File: config.mk
export PLATFORM = sky130hd
export DESIGN_NAME = dst_diag
export DESIGN_NICKNAME = d
export VERILOG_FILES = /design/src/hw/dst_pkg.sv /design/src/hw/dst_diag.sv
export SDC_FILE = /design/constraint.sdc
export NUM_CORES = 1
export LEC_CHECK = 0
export ABC_AREA = 1
export BUFFER_PORTS_ARGS = -buffer_cell sky130_fd_sc_hd__buf_2
export CAP_MARGIN = 15
export CORE_AREA = 2 2 65 67
export CTS_BUF_LIST = sky130_fd_sc_hd__clkbuf_8
export DETAILED_ROUTE_END_ITERATION = 8
export DIE_AREA = 0 0 67 69
export HOLD_SLACK_MARGIN = 0.08
export PLACE_DENSITY = 0.85
export SLEW_MARGIN = 5
export SYNTH_ARGS = -nofsm -noshare
export SYNTH_HDL_FRONTEND = slang
export SYNTH_SLANG_ARGS = --single-unit
File: constraint.sdc
create_clock -name CLK_SYS -period 3.9 [get_ports CLK_SYS]
set_clock_uncertainty 0.2 [all_clocks]
set_input_delay 0.39 -clock CLK_SYS [delete_from_list [all_inputs] [get_ports CLK_SYS]]
set_output_delay 0.39 -clock CLK_SYS [all_outputs]
set_load 0.05 [all_outputs]
File: src/hw/dst_pkg.sv
package dst_pkg;
  // register map, byte addresses on the serial register port
  localparam logic [6:0]  MISC_CONTROL_ADDR     = 7'h34;
  localparam logic [6:0]  DIAGNOSTIC_FLAGS_ADDR = 7'h3C;
  localparam logic [15:0] MISC_CONTROL_RESET    = 16'h0006;
  localparam logic [15:0] DIAG_RESET            = 16'h0000;
  // misc_control field positions
  localparam int MC_MEM_TEST  = 11;
  localparam int MC_AUTO_TEST = 10;
  localparam int MC_STIM_NEG  = 9;
  localparam int MC_STIM_POS  = 8;
  // diagnostic_flags field positions
  localparam int DF_ALARM2    = 9;
  localparam int DF_ALARM1    = 8;
  localparam int DF_MEM_FAIL  = 6;
  localparam int DF_TEST_FAIL = 5;
  localparam int DF_OVERRANGE = 4;
  localparam int DF_LINK_FAIL = 3;
  localparam int DF_FLASH_BAD = 2;
  localparam int DF_SUPPLY_HI = 1;
  localparam int DF_SUPPLY_LO = 0;
  // bits that exist; all others read zero
  localparam logic [15:0] DF_USED_MASK = 16'h037F;
  localparam logic [15:0] MC_USED_MASK = 16'h0F07;
  // automatic self-test and memory test timing, in sample cycles
  localparam logic [7:0] SETTLE_SAMPLES = 8'h08;
  localparam logic [7:0] MEM_SAMPLES    = 8'h04;

  typedef enum logic [1:0] {
    ST_IDLE  = 2'b00,
    ST_STIM  = 2'b01,
    ST_JUDGE = 2'b11,
    ST_MEM   = 2'b10
  } dst_state_type;
endpackage

File: src/hw/dst_diag.sv
`timescale 1ns/1ps
// Behaviour
// - auto test trigger stimulates sensor, measures, judges pass/fail, writes flag, resumes sampling
// - auto test trigger bit clears itself when the routine ends
// - manual field 10 negative stimulus, 01 positive, 00 none
// - memory trigger compares flash and SRAM checksums; result in status bit 6
// - status read clears every flag except the two supply flags
// - a persisting condition sets its flag again at the next sample cycle
// - supply flags ignore reads and drop when supply returns to range
// - bit 1 high above 5.25 V, bit 0 high below 4.75 V
// - bits 9 and 8 show alarm 2 and alarm 1 activity
// - bit 5 shows self-test failure
// - bit 4 set when the sensor exceeds its range
// - bit 3 set on serial communication failure
// - bit 2 set when a flash update fails
// - triggers and stimulus live in misc_control upper byte; reset value 0x0006
module dst_diag #(
  parameter logic [7:0] SETTLE_COUNT = dst_pkg::SETTLE_SAMPLES,
  parameter logic [7:0] MEM_COUNT    = dst_pkg::MEM_SAMPLES
) (
  input  wire logic        CLK_SYS,
  input  wire logic        NRST,
  input  wire logic        SAMPLE_TICK,
  input  wire logic        REG_WR,
  input  wire logic        REG_RD,
  input  wire logic [6:0]  REG_ADDR,
  input  wire logic [15:0] REG_WDATA,
  input  wire logic        ALARM1_ACTIVE,
  input  wire logic        ALARM2_ACTIVE,
  input  wire logic        OVERRANGE,
  input  wire logic        LINK_FAIL,
  input  wire logic        FLASH_UPDATE_FAIL,
  input  wire logic        SUPPLY_HIGH,
  input  wire logic        SUPPLY_LOW,
  input  wire logic        SENSOR_RESPONSE_OK,
  input  wire logic        CHECKSUM_MATCH,
  output logic [15:0]      REG_RDATA,
  output logic             STIM_POS,
  output logic             STIM_NEG,
  output logic             CHECKSUM_START,
  output logic             TEST_BUSY,
  output logic [2:0]       DATA_READY_CFG
);
  import dst_pkg::*;

  // the routine is split into equal positive and negative halves
  localparam logic [7:0] HALF_COUNT = SETTLE_COUNT >> 1;

  // refuse counts that the sequencer cannot split or finish
  if (SETTLE_COUNT < 8'h02 || SETTLE_COUNT[0]) begin : g_bad_settle
    $error("settle count must be even and at least two");
  end
  if (MEM_COUNT == 8'h00) begin : g_bad_mem
    $error("memory test count must not be zero");
  end

  typedef struct packed {
    dst_state_type state;
    logic [15:0]   misc;
    logic [15:0]   flags;
    logic [15:0]   rdata;
    logic [7:0]    count;
    logic          stim_pos;
    logic          stim_neg;
    logic          cks_start;
    logic          busy;
    logic          failed;
  } dst_regs_type;

  dst_regs_type r;
  dst_regs_type next_r;
  logic [15:0]  sticky_set;
  logic         rd_flags;
  logic         misc_wr;

  // decoded register strobes; flag events themselves wait for the tick
  assign rd_flags = REG_RD && (REG_ADDR == DIAGNOSTIC_FLAGS_ADDR);
  assign misc_wr  = REG_WR && (REG_ADDR == MISC_CONTROL_ADDR);

  always_comb begin
    next_r = r;
    sticky_set = 16'h0000;
    next_r.cks_start = 1'b0;
    // register writes; only bits 11:8 and 2:0 are kept, the rest are masked off
    if (misc_wr) begin
      next_r.misc = REG_WDATA & MC_USED_MASK;
    end
    // error conditions sampled per sample cycle
    if (SAMPLE_TICK) begin
      sticky_set[DF_ALARM2]    = ALARM2_ACTIVE;
      sticky_set[DF_ALARM1]    = ALARM1_ACTIVE;
      sticky_set[DF_OVERRANGE] = OVERRANGE;
      sticky_set[DF_LINK_FAIL] = LINK_FAIL;
      sticky_set[DF_FLASH_BAD] = FLASH_UPDATE_FAIL;
    end
    // self-test sequencer, paced by the sample tick
    case (r.state)
      ST_IDLE: begin
        next_r.busy = 1'b0;
        if (r.misc[MC_AUTO_TEST]) begin
          next_r.state = ST_STIM;
          next_r.count = SETTLE_COUNT;
          next_r.busy  = 1'b1;
          next_r.failed = 1'b0;
        end else if (r.misc[MC_MEM_TEST]) begin
          next_r.state = ST_MEM;
          next_r.count = MEM_COUNT;
          next_r.cks_start = 1'b1;
          next_r.busy  = 1'b1;
        end
      end
      ST_STIM: begin
        // positive then negative half, response is checked in the negative half only
        if (SAMPLE_TICK) begin
          next_r.count = r.count - 8'h01;
          if (!SENSOR_RESPONSE_OK && r.count <= HALF_COUNT) begin
            next_r.failed = 1'b1;
          end
          if (r.count == 8'h01) begin
            next_r.state = ST_JUDGE;
          end
        end
      end
      ST_JUDGE: begin
        if (SAMPLE_TICK) begin
          sticky_set[DF_TEST_FAIL] = r.failed;
          next_r.misc[MC_AUTO_TEST] = 1'b0;
          next_r.state = ST_IDLE;
          next_r.busy  = 1'b0;
        end
      end
      ST_MEM: begin
        if (SAMPLE_TICK) begin
          next_r.count = r.count - 8'h01;
          if (r.count == 8'h01) begin
            sticky_set[DF_MEM_FAIL] = !CHECKSUM_MATCH;
            next_r.misc[MC_MEM_TEST] = 1'b0;
            next_r.state = ST_IDLE;
            next_r.busy  = 1'b0;
          end
        end
      end
      default: begin
        next_r.state = ST_IDLE;
      end
    endcase
    // manual stimulus yields to the automatic routine during its stimulus phase (ST_STIM)
    if (r.state == ST_STIM) begin
      next_r.stim_pos = r.count > HALF_COUNT;
      next_r.stim_neg = r.count <= HALF_COUNT;
    end else begin
      next_r.stim_pos = next_r.misc[MC_STIM_POS] && !next_r.misc[MC_STIM_NEG];
      next_r.stim_neg = next_r.misc[MC_STIM_NEG] && !next_r.misc[MC_STIM_POS];
    end
    // read clears, new events win over the clear
    if (rd_flags) begin
      next_r.flags[15:2] = 14'h0000;
    end
    next_r.flags = (next_r.flags | sticky_set) & DF_USED_MASK;
    // supply flags track the comparators directly
    next_r.flags[DF_SUPPLY_HI] = SUPPLY_HIGH;
    next_r.flags[DF_SUPPLY_LO] = SUPPLY_LOW;
    // read data captured before the clear takes effect
    if (rd_flags) begin
      next_r.rdata = r.flags & DF_USED_MASK;
    end else if (REG_RD && REG_ADDR == MISC_CONTROL_ADDR) begin
      next_r.rdata = r.misc;
    end else if (REG_RD) begin
      next_r.rdata = 16'h0000;
    end
  end

  // single state register
  always_ff @(posedge CLK_SYS) begin
    if (!NRST) begin
      r <= '{state: ST_IDLE, misc: MISC_CONTROL_RESET, flags: DIAG_RESET,
             rdata: 16'h0000, count: 8'h00, default: 1'b0};
    end else begin
      r <= next_r;
    end
  end

  assign REG_RDATA      = r.rdata;
  assign STIM_POS       = r.stim_pos;
  assign STIM_NEG       = r.stim_neg;
  assign CHECKSUM_START = r.cks_start;
  assign TEST_BUSY      = r.busy;
  assign DATA_READY_CFG = r.misc[2:0];

  // auto trigger must be clear, and the sequencer idle, in the cycle after the judging sample tick
  property p_auto_done;
    @(posedge CLK_SYS) disable iff (!NRST)
      (r.state == ST_JUDGE && SAMPLE_TICK) |=> !r.misc[MC_AUTO_TEST] && r.state == ST_IDLE;
  endproperty
  a_auto_done: assert property (p_auto_done) else $error("auto trigger not cleared");

  property p_read_clear;
    @(posedge CLK_SYS) disable iff (!NRST)
      (rd_flags && !SAMPLE_TICK && r.state != ST_JUDGE && r.state != ST_MEM)
        |=> r.flags[15:2] == 14'h0000;
  endproperty
  a_read_clear: assert property (p_read_clear) else $error("flags not cleared by read");

  property p_set_wins;
    @(posedge CLK_SYS) disable iff (!NRST)
      (rd_flags && SAMPLE_TICK && OVERRANGE) |=> r.flags[DF_OVERRANGE];
  endproperty
  a_set_wins: assert property (p_set_wins) else $error("event lost on read");

  property p_supply;
    @(posedge CLK_SYS) disable iff (!NRST)
      1'b1 |=> r.flags[1:0] == {$past(SUPPLY_HIGH), $past(SUPPLY_LOW)};
  endproperty
  a_supply: assert property (p_supply) else $error("supply flags wrong");

  property p_unused;
    @(posedge CLK_SYS) disable iff (!NRST)
      REG_RDATA[15:10] == 6'h00 && (!$past(rd_flags) || !REG_RDATA[7]);
  endproperty
  a_unused: assert property (p_unused) else $error("unused bits set");

  property p_stim;
    @(posedge CLK_SYS) disable iff (!NRST)
      (r.state == ST_IDLE && r.misc[9:8] == 2'b10 && !r.misc[MC_AUTO_TEST] && !misc_wr)
        |=> STIM_NEG && !STIM_POS;
  endproperty
  a_stim: assert property (p_stim) else $error("negative stimulus missing");

  property p_mem;
    @(posedge CLK_SYS) disable iff (!NRST)
      (r.state == ST_MEM && SAMPLE_TICK && r.count == 8'h01 && !CHECKSUM_MATCH)
        |=> r.flags[DF_MEM_FAIL];
  endproperty
  a_mem: assert property (p_mem) else $error("checksum fail not flagged");

  property p_alarm;
    @(posedge CLK_SYS) disable iff (!NRST)
      (SAMPLE_TICK && ALARM2_ACTIVE) |=> r.flags[DF_ALARM2];
  endproperty
  a_alarm: assert property (p_alarm) else $error("alarm 2 not flagged");

  property p_alarm1;
    @(posedge CLK_SYS) disable iff (!NRST)
      (SAMPLE_TICK && ALARM1_ACTIVE) |=> r.flags[DF_ALARM1];
  endproperty
  a_alarm1: assert property (p_alarm1) else $error("alarm 1 not flagged");

  property p_overrange;
    @(posedge CLK_SYS) disable iff (!NRST)
      (SAMPLE_TICK && OVERRANGE) |=> r.flags[DF_OVERRANGE];
  endproperty
  a_overrange: assert property (p_overrange) else $error("overrange not flagged");

  property p_link;
    @(posedge CLK_SYS) disable iff (!NRST)
      (SAMPLE_TICK && LINK_FAIL) |=> r.flags[DF_LINK_FAIL];
  endproperty
  a_link: assert property (p_link) else $error("link failure not flagged");

  property p_flash;
    @(posedge CLK_SYS) disable iff (!NRST)
      (SAMPLE_TICK && FLASH_UPDATE_FAIL) |=> r.flags[DF_FLASH_BAD];
  endproperty
  a_flash: assert property (p_flash) else $error("flash failure not flagged");

  property p_test_fail;
    @(posedge CLK_SYS) disable iff (!NRST)
      (r.state == ST_JUDGE && SAMPLE_TICK && r.failed) |=> r.flags[DF_TEST_FAIL];
  endproperty
  a_test_fail: assert property (p_test_fail) else $error("self-test fail not flagged");

  property p_auto_pos;
    @(posedge CLK_SYS) disable iff (!NRST)
      (r.state == ST_STIM && r.count > HALF_COUNT) |=> STIM_POS && !STIM_NEG;
  endproperty
  a_auto_pos: assert property (p_auto_pos) else $error("auto positive stimulus missing");

  property p_auto_neg;
    @(posedge CLK_SYS) disable iff (!NRST)
      (r.state == ST_STIM && r.count <= HALF_COUNT) |=> STIM_NEG && !STIM_POS;
  endproperty
  a_auto_neg: assert property (p_auto_neg) else $error("auto negative stimulus missing");

  property p_busy;
    @(posedge CLK_SYS) disable iff (!NRST)
      TEST_BUSY == (r.state != ST_IDLE);
  endproperty
  a_busy: assert property (p_busy) else $error("busy does not follow the sequencer");

  property p_cks_pulse;
    @(posedge CLK_SYS) disable iff (!NRST)
      CHECKSUM_START |-> r.state == ST_MEM ##1 !CHECKSUM_START;
  endproperty
  a_cks_pulse: assert property (p_cks_pulse) else $error("checksum start not a pulse");

  property p_mem_done;
    @(posedge CLK_SYS) disable iff (!NRST)
      (r.state == ST_MEM && SAMPLE_TICK && r.count == 8'h01)
        |=> !r.misc[MC_MEM_TEST] && r.state == ST_IDLE;
  endproperty
  a_mem_done: assert property (p_mem_done) else $error("memory trigger not cleared");

  property p_stim_pos;
    @(posedge CLK_SYS) disable iff (!NRST)
      (r.state == ST_IDLE && r.misc[9:8] == 2'b01 && !r.misc[MC_AUTO_TEST] && !misc_wr)
        |=> STIM_POS && !STIM_NEG;
  endproperty
  a_stim_pos: assert property (p_stim_pos) else $error("positive stimulus missing");
endmodule // dst_diag

==> results of run 1 <==
==> report_power, final <==
part,internal (uW),total [uW],switching [uW]
sequential,486,520,33.2
combinational,218,665,446
clock,273,424,151
total,977,1610,631
==> worst reg2reg max path: stages (launching register included) <==
cell,delay [ns]
dfxtp_1,0.36
inv_1,0.10
ha_1,0.37
inv_2,0.12
nand2_1,0.10
o21ai_0,0.37
inv_1,0.11
nand2_1,0.09
nor2_1,0.04
==> metal layers <==
layer	up-vias	part of all wire, %	GRT usage, %
li1	1004	-	-
met1	888	44	25.1
met2	56	48	34.7
met5	-	0	0
met4	0	2.1	9.52
met3	9	6.1	5.22
==> Yosys cell counts (all sizes together) <==
cell type  count
dfxtp         42
clkbuf         2
nor3           2
a31oi          5
ha             8
o41ai          1
inv           37
buf           22
xor2           3
o21ai         13
nor2          38
nand2         96
nand4          2
a211oi         1
conb           1
a21oi         17
nand3         20
==> layout make-up <==
type | count | area share [%]
multi-input combinational | 211 | 42.8
sequential | 42 | 34.1
timing repair buffer | 45 | 9.13
inverter | 37 | 5.63
clock buffer | 6 | 3.35
tap | 50 | 2.54
clock inverter | 2 | 2.43
==> per-stage QoR <==
stage	utilization, %	total power (uW)	hold WS [ns]	cells
after floorplan	-	1070	0.231	314
after global placement	59.4	1160	0.249	385
after detailed placement	59.4	1190	0.258	385
after CTS	63.0	1610	0.0866	393
after global routing	63.0	1730	0.0876	393
final	63.0	1610	0.0835	393
==> kinds of logic (layout without fill, tap and decap cells) <==
kind of cell	Yosys count	in the layout	synth area share (%)
simple gates	158	158	31.8
buf+inv	61	90	13.9
flops	42	42	38.5
compound gates	37	37	9.90
fa+ha+maj	8	8	4.58
xor+xnor	3	3	1.20
other cells	1	5	0.172
==> state kept, by name, summed over array words and instances, names as in the netlist <==
register        count
STIM_NEG            1
STIM_POS            1
DATA_READY_CFG      3
REG_RDATA          11
TEST_BUSY           1
CHECKSUM_START      1
r                  24
==> worst max path at each step <==
stage | startpoint | endpoint | slack (ns) | depth (start not counted)
after global placement | r[61] | r[11] | 2.03 | 8
after detailed placement | r[61] | r[12] | 1.97 | 8
final | r[61] | r[12] | 1.94 | 8
after CTS | r[61] | r[12] | 1.96 | 8
after global routing | r[61] | r[12] | 1.80 | 8
after floorplan | r[61] | r[10] | 2.16 | 9
==> results.py, run 1 <==
metrics = {
    "sta": {
        "setup_tns_ns": 0,
        "rsz0062_at_grt": "no",
        "slew_viol_final": 0,
        "max_freq_mhz": 510,
        "final_hold_viol_count": 0,
        "fin_ws_ns": 1.94,
        "layout_min_cycle_time_ns": 1.96,
        "setup_violations": 0,
        "slew_headroom_pct": 65.2,
        "min_period_over_period_pct": 50.3,
        "worst_pin_slew_ns": 0.521,
    },
    "clock_network": {
        "cts_buffers": 5,
        "cts_tree": "built",
        "cts_sinks": 42,
        "cts.path.max_buffers": 2,
        "postCtsHoldBufs": 0,
        "htreeDepth": 2,
        "post_cts_resized": 0,
        "clkTransAtPathRegs_ns": 0.08,
        "cts_setup_buffers": 0,
        "insertion_delay_ns": 0.30,
        "root_buffer": "clkbuf_8",
    },
    "synth": {
        "synth_cells": 310,
        "ys_top_cells_by_area": "dfxtp_1, nand2_1, buf_4, inv_1, nor2_1",
        "ys_seq_area_share_pct": 38.5,
        "synth_top_area_cell": "dfxtp_1",
        "ys_warn_count": 0,
        "synth_cell_types": 26,
        "yosysTopAreaCellShare_pct": 38.5,
        "avgSynthCellArea_um2": 7.05,
        "syn_area_um2": 2190,
        "synth-seq-cells": 42,
    },
    "power_and_ir_drop": {
        "p_leak_uw": 0.00123,
        "p_per_area_nw_per_um2": 652,
        "max-vdd-ir-drop_mv": 0.387,
    },
    "critical_path": {
        "r2r_start": "r[61]",
        "ff2ff_path_depth": 8,
        "rr_endpoint": "r[12]",
        "start_kind": "flop",
        "path_delay_family": "adder cells",
        "worstPathRequired_ns": 3.90,
        "cp.arrival_ns": 1.96,
        "path_class": "flop to flop",
        "cp_slowest_cell": "ha_1",
        "worstPathMaxFanout": 4,
        "crit_buf_inv": 3,
        "endpoint_kind": "flop",
        "crit_chain": "inv_1, ha_1, inv_2, nand2_1, o21ai_0, inv_1, nand2_1, nor2_1",
        "max_stage_delay_ns": 0.37,
        "rrSetupSlack_ns": 1.94,
    },
    "final_layout": {
        "n_antenna_cell": 0,
        "final_cell_area_um2": 2470,
        "final_common_cell": "nand2_1",
        "drive_above_1_share_pct": 20.1,
        "multi_input_area_um2": 1060,
        "n_fill_cell": 372,
        "seqCellArea_um2": 841,
        "area_growth_pct": 12.9,
        "layout.nets": 387,
        "layout_common_cells": "nand2_1, buf_2, dfxtp_1",
    },
    "min_path": {
        "hold_start": "LINK_FAIL",
        "min_path_cells": 3,
        "hold-path-endpoint": "r[32]",
        "min_path_type": "primary input to flop",
    },
    "floorplan": {
        "dieArea_um2": 4620,
        "rows": 23,
        "initial_utilization_pct": 55.9,
        "core_um2": 3910,
        "ios": 60,
        "die_h_um": 69,
        "die_w_um": 67,
    },
    "global_routing": {
        "antenna_found_initial": 0,
        "grt_pass1_wl_mm": 7.63,
        "track_usage_pct": 21.0,
        "grt_max_degree": 30,
        "gr-total-overflow": 0,
        "grt_pass1_vias": 1819,
    },
    "place": {
        "gp_congestion": 0.872,
        "pre_cts_ws_ns": 1.97,
        "io_buffers": 45,
        "dp_hpwl_mm": 3.36,
        "postPlaceCellArea_um2": 2320,
    },
    "drt": {
        "drc": 0,
        "first_iter_violations": 132,
        "vias": 1957,
        "first_pass_iters": 4,
        "vias_per_cell": 4.98,
        "drt-wirelength-per-cell_um": 11.7,
        "postRouteAntennaNets": 0,
        "finalWirelength_mm": 4.59,
    },
    "run_status": {
        "outcome": "complete, no violations",
    },
    "flow_run": {
        "max-cap-violations": 0,
    },
}
Note: power is estimated with default switching activity, not from simulation.
==> run 2, diff against run 1 <==
--- a/config.mk
+++ b/config.mk
@@ -8,12 +8,12 @@
 export ABC_AREA = 1
 export BUFFER_PORTS_ARGS = -buffer_cell sky130_fd_sc_hd__buf_2
 export CAP_MARGIN = 15
-export CORE_AREA = 2 2 65 67
+export CORE_AREA = 2 2 70 72
 export CTS_BUF_LIST = sky130_fd_sc_hd__clkbuf_8
 export DETAILED_ROUTE_END_ITERATION = 8
-export DIE_AREA = 0 0 67 69
+export DIE_AREA = 0 0 72 74
 export HOLD_SLACK_MARGIN = 0.08
-export PLACE_DENSITY = 0.85
+export PLACE_DENSITY = 0.77
 export SLEW_MARGIN = 5
 export SYNTH_ARGS = -nofsm -noshare
 export SYNTH_HDL_FRONTEND = slang
==> constraint.sdc (replaced) <==
create_clock -name CLK_SYS -period 1.8 [get_ports CLK_SYS]
set_clock_uncertainty 0.2 [all_clocks]
set_input_delay 0.18 -clock CLK_SYS [delete_from_list [all_inputs] [get_ports CLK_SYS]]
set_output_delay 0.18 -clock CLK_SYS [all_outputs]
set_load 0.05 [all_outputs]
==> run 2 against run 1 <==
Compared with the run above: non-clock buffer count rose by 32; count of clock-buffer cells in the layout fell by 1; critical path depth rose by 1; design area rose by 12%; clock power rose by 76%; maximum frequency rose by 13%; register-to-register slack got worse by 1.9 ns; combinational power rose to 2.6 times the previous value; first-iteration DRC count fell by 30%; largest power group unchanged; global-route usage fell by 1.5 points; largest cell class unchanged.
==> results.py, run 2 (synthesis results as in run 1) <==
metrics = {
    "run_status": {
        "outcome": "complete, no violations",
    },
    "clock_network": {
        "insertion_delay_ns": 0.30,
        "cts_tree": "built",
        "clkTransAtPathRegs_ns": 0.08,
        "root_buffer": "clkbuf_8",
        "cts.path.max_buffers": 2,
        "cts_buffers": 5,
        "htreeDepth": 2,
        "cts_sinks": 42,
    },
    "sta": {
        "worst_pin_slew_ns": 0.514,
        "min_period_over_period_pct": 96.7,
        "setup_violations": 0,
        "slew_headroom_pct": 65.7,
        "slew_viol_final": 0,
        "fin_ws_ns": 0.0595,
        "rsz0062_at_grt": "yes",
        "layout_min_cycle_time_ns": 1.74,
        "max_freq_mhz": 575,
        "final_hold_viol_count": 0,
        "whs_ns": 0.0980,
    },
    "global_routing": {
        "grt_pass1_vias": 1864,
        "grt_max_degree": 14,
        "antenna_found_initial": 0,
        "grt_pass1_wl_mm": 8.00,
        "track_usage_pct": 19.5,
        "gr-total-overflow": 0,
    },
    "final_layout": {
        "regMostFlops": "r",
        "n_antenna_cell": 0,
        "final_common_cell": "nand2_1",
        "area_growth_pct": 26.7,
        "n_fill_cell": 419,
        "drive_above_1_share_pct": 22.9,
        "layout.nets": 419,
        "layout_common_cells": "nand2_1, buf_2, dfxtp_1",
        "largest_reg_flops": 24,
    },
    "floorplan": {
        "die_h_um": 74,
        "dieArea_um2": 5330,
        "initial_utilization_pct": 47.5,
        "core_um2": 4600,
        "ios": 60,
        "die_w_um": 72,
        "rows": 25,
    },
    "power_and_ir_drop": {
        "p_leak_uw": 0.00135,
        "max-vdd-ir-drop_mv": 0.992,
        "p_per_area_nw_per_um2": 1290,
    },
    "flow_run": {
        "max-cap-violations": 0,
    },
    "critical_path": {
        "crit_buf_inv": 2,
        "crit_start": "r[62]",
        "endpoint": "r[10]",
        "cp_slowest_cell": "dfxtp_2",
        "max_stage_delay_ns": 0.36,
        "crit_chain": "inv_1, ha_1, inv_2, nand2_2, o21ai_4, nand2_4, nor2_4, xor2_1, nor2_1",
        "start_kind": "flop",
        "path_delay_family": "simple AND/OR/NAND/NOR gates",
        "cp_num_cells": 9,
        "worstPathRequired_ns": 1.80,
        "rrSetupSlack_ns": 0.06,
        "cp.arrival_ns": 1.74,
        "path_class": "flop to flop",
        "r2r_start": "r[62]",
        "endpoint_kind": "flop",
        "worstPathMaxFanout": 7,
        "rr_endpoint": "r[10]",
        "ff2ff_path_depth": 9,
    },
    "drt": {
        "postRouteAntennaNets": 0,
        "first_iter_violations": 93,
        "drc": 0,
        "first_pass_iters": 4,
        "vias_per_cell": 4.74,
        "vias": 2035,
        "finalWirelength_mm": 5.01,
        "drt-wirelength-per-cell_um": 11.7,
    },
    "place": {
        "gp_congestion": 0.783,
        "io_buffers": 45,
        "dp_hpwl_mm": 3.45,
        "pre_cts_ws_ns": 0.00831,
    },
    "min_path": {
        "min_path_type": "primary input to flop",
    },
}
[run 2: cell count changes in the layout (fill, tap and decap cells not counted), sizes merged]
cell	previous run	this run
bufinv	2	1
clkinvlp	0	1
dlygate4sd3	0	22
inv	37	38
clkbuf	6	5
buf	45	55
[run 2: final cells by class]
type	instances	area, um^2	share of cell area (%)
clock inverter	3	41.3	1.49
tap	54	67.6	2.44
sequential	42	843	30.4
multi-input combinational	211	1090	39.3
clock buffer	5	68.8	2.48
timing repair buffer	77	520	18.8
inverter	37	141	5.10
[run 2: what timing repair did]
action                                 4_1_cts  5_1_grt
setup buffers                                0        3
gates cloned                                 0        0
pin swaps                                    0        5
hold buffers                                22        0
endpoints found under the hold margin       28        0
setup endpoints to repair                    1       11
resized for setup                            1       11
[run 2: per-stage QoR]
| step | instances | TNS (ns) | utilization [%] | power, uW | area, um^2 |
|---|---|---|---|---|---|
| 6_report | 429 | 0 | 60.2 | 3580 | 2770 |
| 5_1_grt | 429 | -0.0640 | 60.2 | 3830 | 2770 |
| 4_1_cts | 426 | 0 | 59.0 | 3450 | 2710 |
| 3_5_place_dp | 396 | 0 | 51.8 | 2650 | 2380 |
| 3_3_place_gp | 396 | 0 | 51.8 | 2600 | 2380 |
| 2_1_floorplan | 314 | 0 | - | 2320 | 2200 |
[run 2: worst min-delay path: cells and delay by family]
family                 cells  cell delay [ns]
AOI/OAI and AO/OA          1             0.08
buffers and inverters      1             0.10
and+or+nand+nor            2             0.19
[run 2: metal layers]
metal	share of wire, %	up-vias	wire length, um	GRT usage, %
li1	-	1077	-	-
met2	50	46	2530	34.2
met1	43	903	2160	22.6
met4	1.7	0	85	9.22
met3	4.7	9	236	4.47
met5	0	-	0	0
[run 2: worst min-delay path by stage]
stage | start | end | slack [ns] | cells after the start
after detailed placement | SUPPLY_HIGH | r[30] | 0.17 | 3
after CTS | REG_ADDR[6] | r[55] | 0.08 | 4
final | REG_ADDR[6] | r[55] | 0.1 | 4
after global routing | NRST | DATA_READY_CFG[1] | 0.12 | 3
after floorplan | SUPPLY_LOW | r[29] | 0.08 | 2
after global placement | SUPPLY_HIGH | r[30] | 0.17 | 3
[run 2: power by group]
group,internal (uW),switching [uW],leakage (uW),total (uW)
Sequential,1060,74.8,0.000343,1130
Clock,408,337,0.0000556,746
Combinational,653,1050,0.000954,1700
==> run 3, diff against run 2 <==
--- a/config.mk
+++ b/config.mk
@@ -8,12 +8,12 @@
 export ABC_AREA = 1
 export BUFFER_PORTS_ARGS = -buffer_cell sky130_fd_sc_hd__buf_2
 export CAP_MARGIN = 15
-export CORE_AREA = 2 2 70 72
+export CORE_AREA = 2 2 52 90
 export CTS_BUF_LIST = sky130_fd_sc_hd__clkbuf_8
 export DETAILED_ROUTE_END_ITERATION = 8
-export DIE_AREA = 0 0 72 74
+export DIE_AREA = 0 0 54 92
 export HOLD_SLACK_MARGIN = 0.08
-export PLACE_DENSITY = 0.77
+export PLACE_DENSITY = 0.79
 export SLEW_MARGIN = 5
 export SYNTH_ARGS = -nofsm -noshare
 export SYNTH_HDL_FRONTEND = slang
==> constraint.sdc (replaced) <==
create_clock -name CLK_SYS -period 2 [get_ports CLK_SYS]
set_clock_uncertainty 0.2 [all_clocks]
set_input_delay 0.2 -clock CLK_SYS [delete_from_list [all_inputs] [get_ports CLK_SYS]]
set_output_delay 0.2 -clock CLK_SYS [all_outputs]
set_load 0.05 [all_outputs]
==> run 3 against run 2 <==
Compared with the run above: flip-flop and latch count did not move; total power fell by 19%; clock power fell by 31%; core utilization rose by 0.61 points; register-to-register slack improved by 0.06 ns; worst setup slack improved by 0.056 ns; largest power group unchanged.
==> results.py, run 3 (synthesis results as in run 1) <==
metrics = {
    "run_status": {
        "outcome": "complete, no violations",
    },
    "global_routing": {
        "track_usage_pct": 21.3,
        "gr-total-overflow": 0,
        "grt_pass1_vias": 2009,
        "grt_max_degree": 20,
        "grt_pass1_wl_mm": 7.89,
        "antenna_found_initial": 0,
    },
    "sta": {
        "setup_tns_ns": 0,
        "max_freq_mhz": 531,
        "slew_viol_final": 0,
        "min_period_over_period_pct": 94.2,
        "layout_min_cycle_time_ns": 1.88,
        "final_hold_viol_count": 0,
        "setup_violations": 0,
        "rsz0062_at_grt": "no",
        "fin_ws_ns": 0.116,
        "whs_ns": 0.0960,
    },
    "critical_path": {
        "max_stage_delay_ns": 0.39,
        "path_class": "flop to flop",
        "ff2ff_path_depth": 9,
        "cp_slowest_cell": "dfxtp_1",
        "start_kind": "flop",
        "crit_chain": "inv_2, ha_1, inv_2, nand2_1, o21ai_4, nand2_4, nor2_4, xor2_1, nor2_1",
        "worstPathRequired_ns": 1.99,
        "worstPathMaxFanout": 7,
        "endpoint_kind": "flop",
        "crit_top_cell": "inv_2",
        "cp.arrival_ns": 1.88,
    },
    "clock_network": {
        "cts.path.max_buffers": 2,
        "insertion_delay_ns": 0.29,
        "clkTransAtPathRegs_ns": 0.08,
        "cts_sinks": 42,
        "root_buffer": "clkbuf_8",
        "cts_buffers": 5,
        "cts_setup_buffers": 0,
        "cts_tree": "built",
        "htreeDepth": 2,
    },
    "place": {
        "gp_congestion": 0.853,
        "io_buffers": 45,
        "postPlaceCellArea_um2": 2340,
        "dp_hpwl_mm": 3.58,
        "pre_cts_ws_ns": 0.109,
    },
    "final_layout": {
        "n_fill_cell": 385,
        "drive_above_1_share_pct": 20.6,
        "largest_reg_flops": 24,
        "utilization_pct": 60.9,
        "area_growth_pct": 20.4,
        "final_common_cell": "nand2_1",
        "layout.nets": 409,
        "multi_input_area_um2": 1070,
        "n_antenna_cell": 0,
        "final_cell_area_um2": 2630,
        "regMostFlops": "r",
        "seqCellArea_um2": 842,
        "layout_common_cells": "nand2_1, buf_2, dfxtp_1",
    },
    "drt": {
        "vias": 2061,
        "postRouteAntennaNets": 0,
        "first_iter_violations": 56,
        "drc": 0,
        "vias_per_cell": 4.97,
        "first_pass_iters": 4,
        "drt-wirelength-per-cell_um": 11.8,
        "finalWirelength_mm": 4.88,
    },
    "floorplan": {
        "ios": 60,
        "die_h_um": 92,
        "die_w_um": 54,
        "initial_utilization_pct": 50.5,
        "dieArea_um2": 4970,
        "rows": 32,
        "core_um2": 4320,
    },
    "min_path": {
        "min_path_type": "primary input to flop",
        "min_path_cells": 3,
    },
    "power_and_ir_drop": {
        "p_per_area_nw_per_um2": 1100,
        "p_leak_uw": 0.00129,
        "max-vdd-ir-drop_mv": 0.745,
    },
    "flow_run": {
        "max-cap-violations": 0,
    },
}
run 3: worst paths after layout:
check                                   from            to  slack, ns
worst min register to register  REG_RDATA[4]  REG_RDATA[4]       0.26
worst max-delay path                   r[61]         r[10]       0.12
worst min-delay path                    NRST         r[30]        0.1
worst max register to register         r[61]         r[10]       0.12
run 3: metrics by stage:
step                total power [uW]  std cells
CTS                             2860        415
global route                    3120        415
detailed placement              2330        388
finish                          2890        415
global placement                2300        388
floorplan                       2090        314
run 3: report_power, final:
part	switching (uW)	internal, uW	total, uW
combinational	892	456	1350
sequential	76.6	951	1030
clock	283	234	517
run 3: what timing repair did:
item,CTS,global route
hold endpoints to repair,21,0
endpoints found under the setup margin,0,5
gates resized for setup,0,6
hold buffers,20,0
run 3: worst max-delay path: cells and delay by family, from the launching register on:
family,cells,cell delay [ns]
AO/OA/AOI/OAI,1,0.09
XOR/XNOR,1,0.16
adder cells (fa/ha/maj),1,0.35
buffers and inverters,2,0.20
flip-flops,1,0.39
AND/OR/NAND/NOR,4,0.40
run 3: area by class of cell:
type	instances	share of cell area (%)
clock buffers	5	2.62
clock inverters	2	0.380
well taps	51	2.43
multi-input cells	211	40.6
repair buffers	67	16.7
inverters	37	5.28
flip-flops and latches	42	32.0
run 3: layer usage:
metal,vias to the layer above,global-route usage (%),wire (um),part of all wire (%)
met5,-,0,0,0
met4,0,11.3,161,3.3
met3,13,3.09,208,4.3
met2,57,40.8,2690,55
met1,942,19.8,1820,37
li1,1049,-,-,-
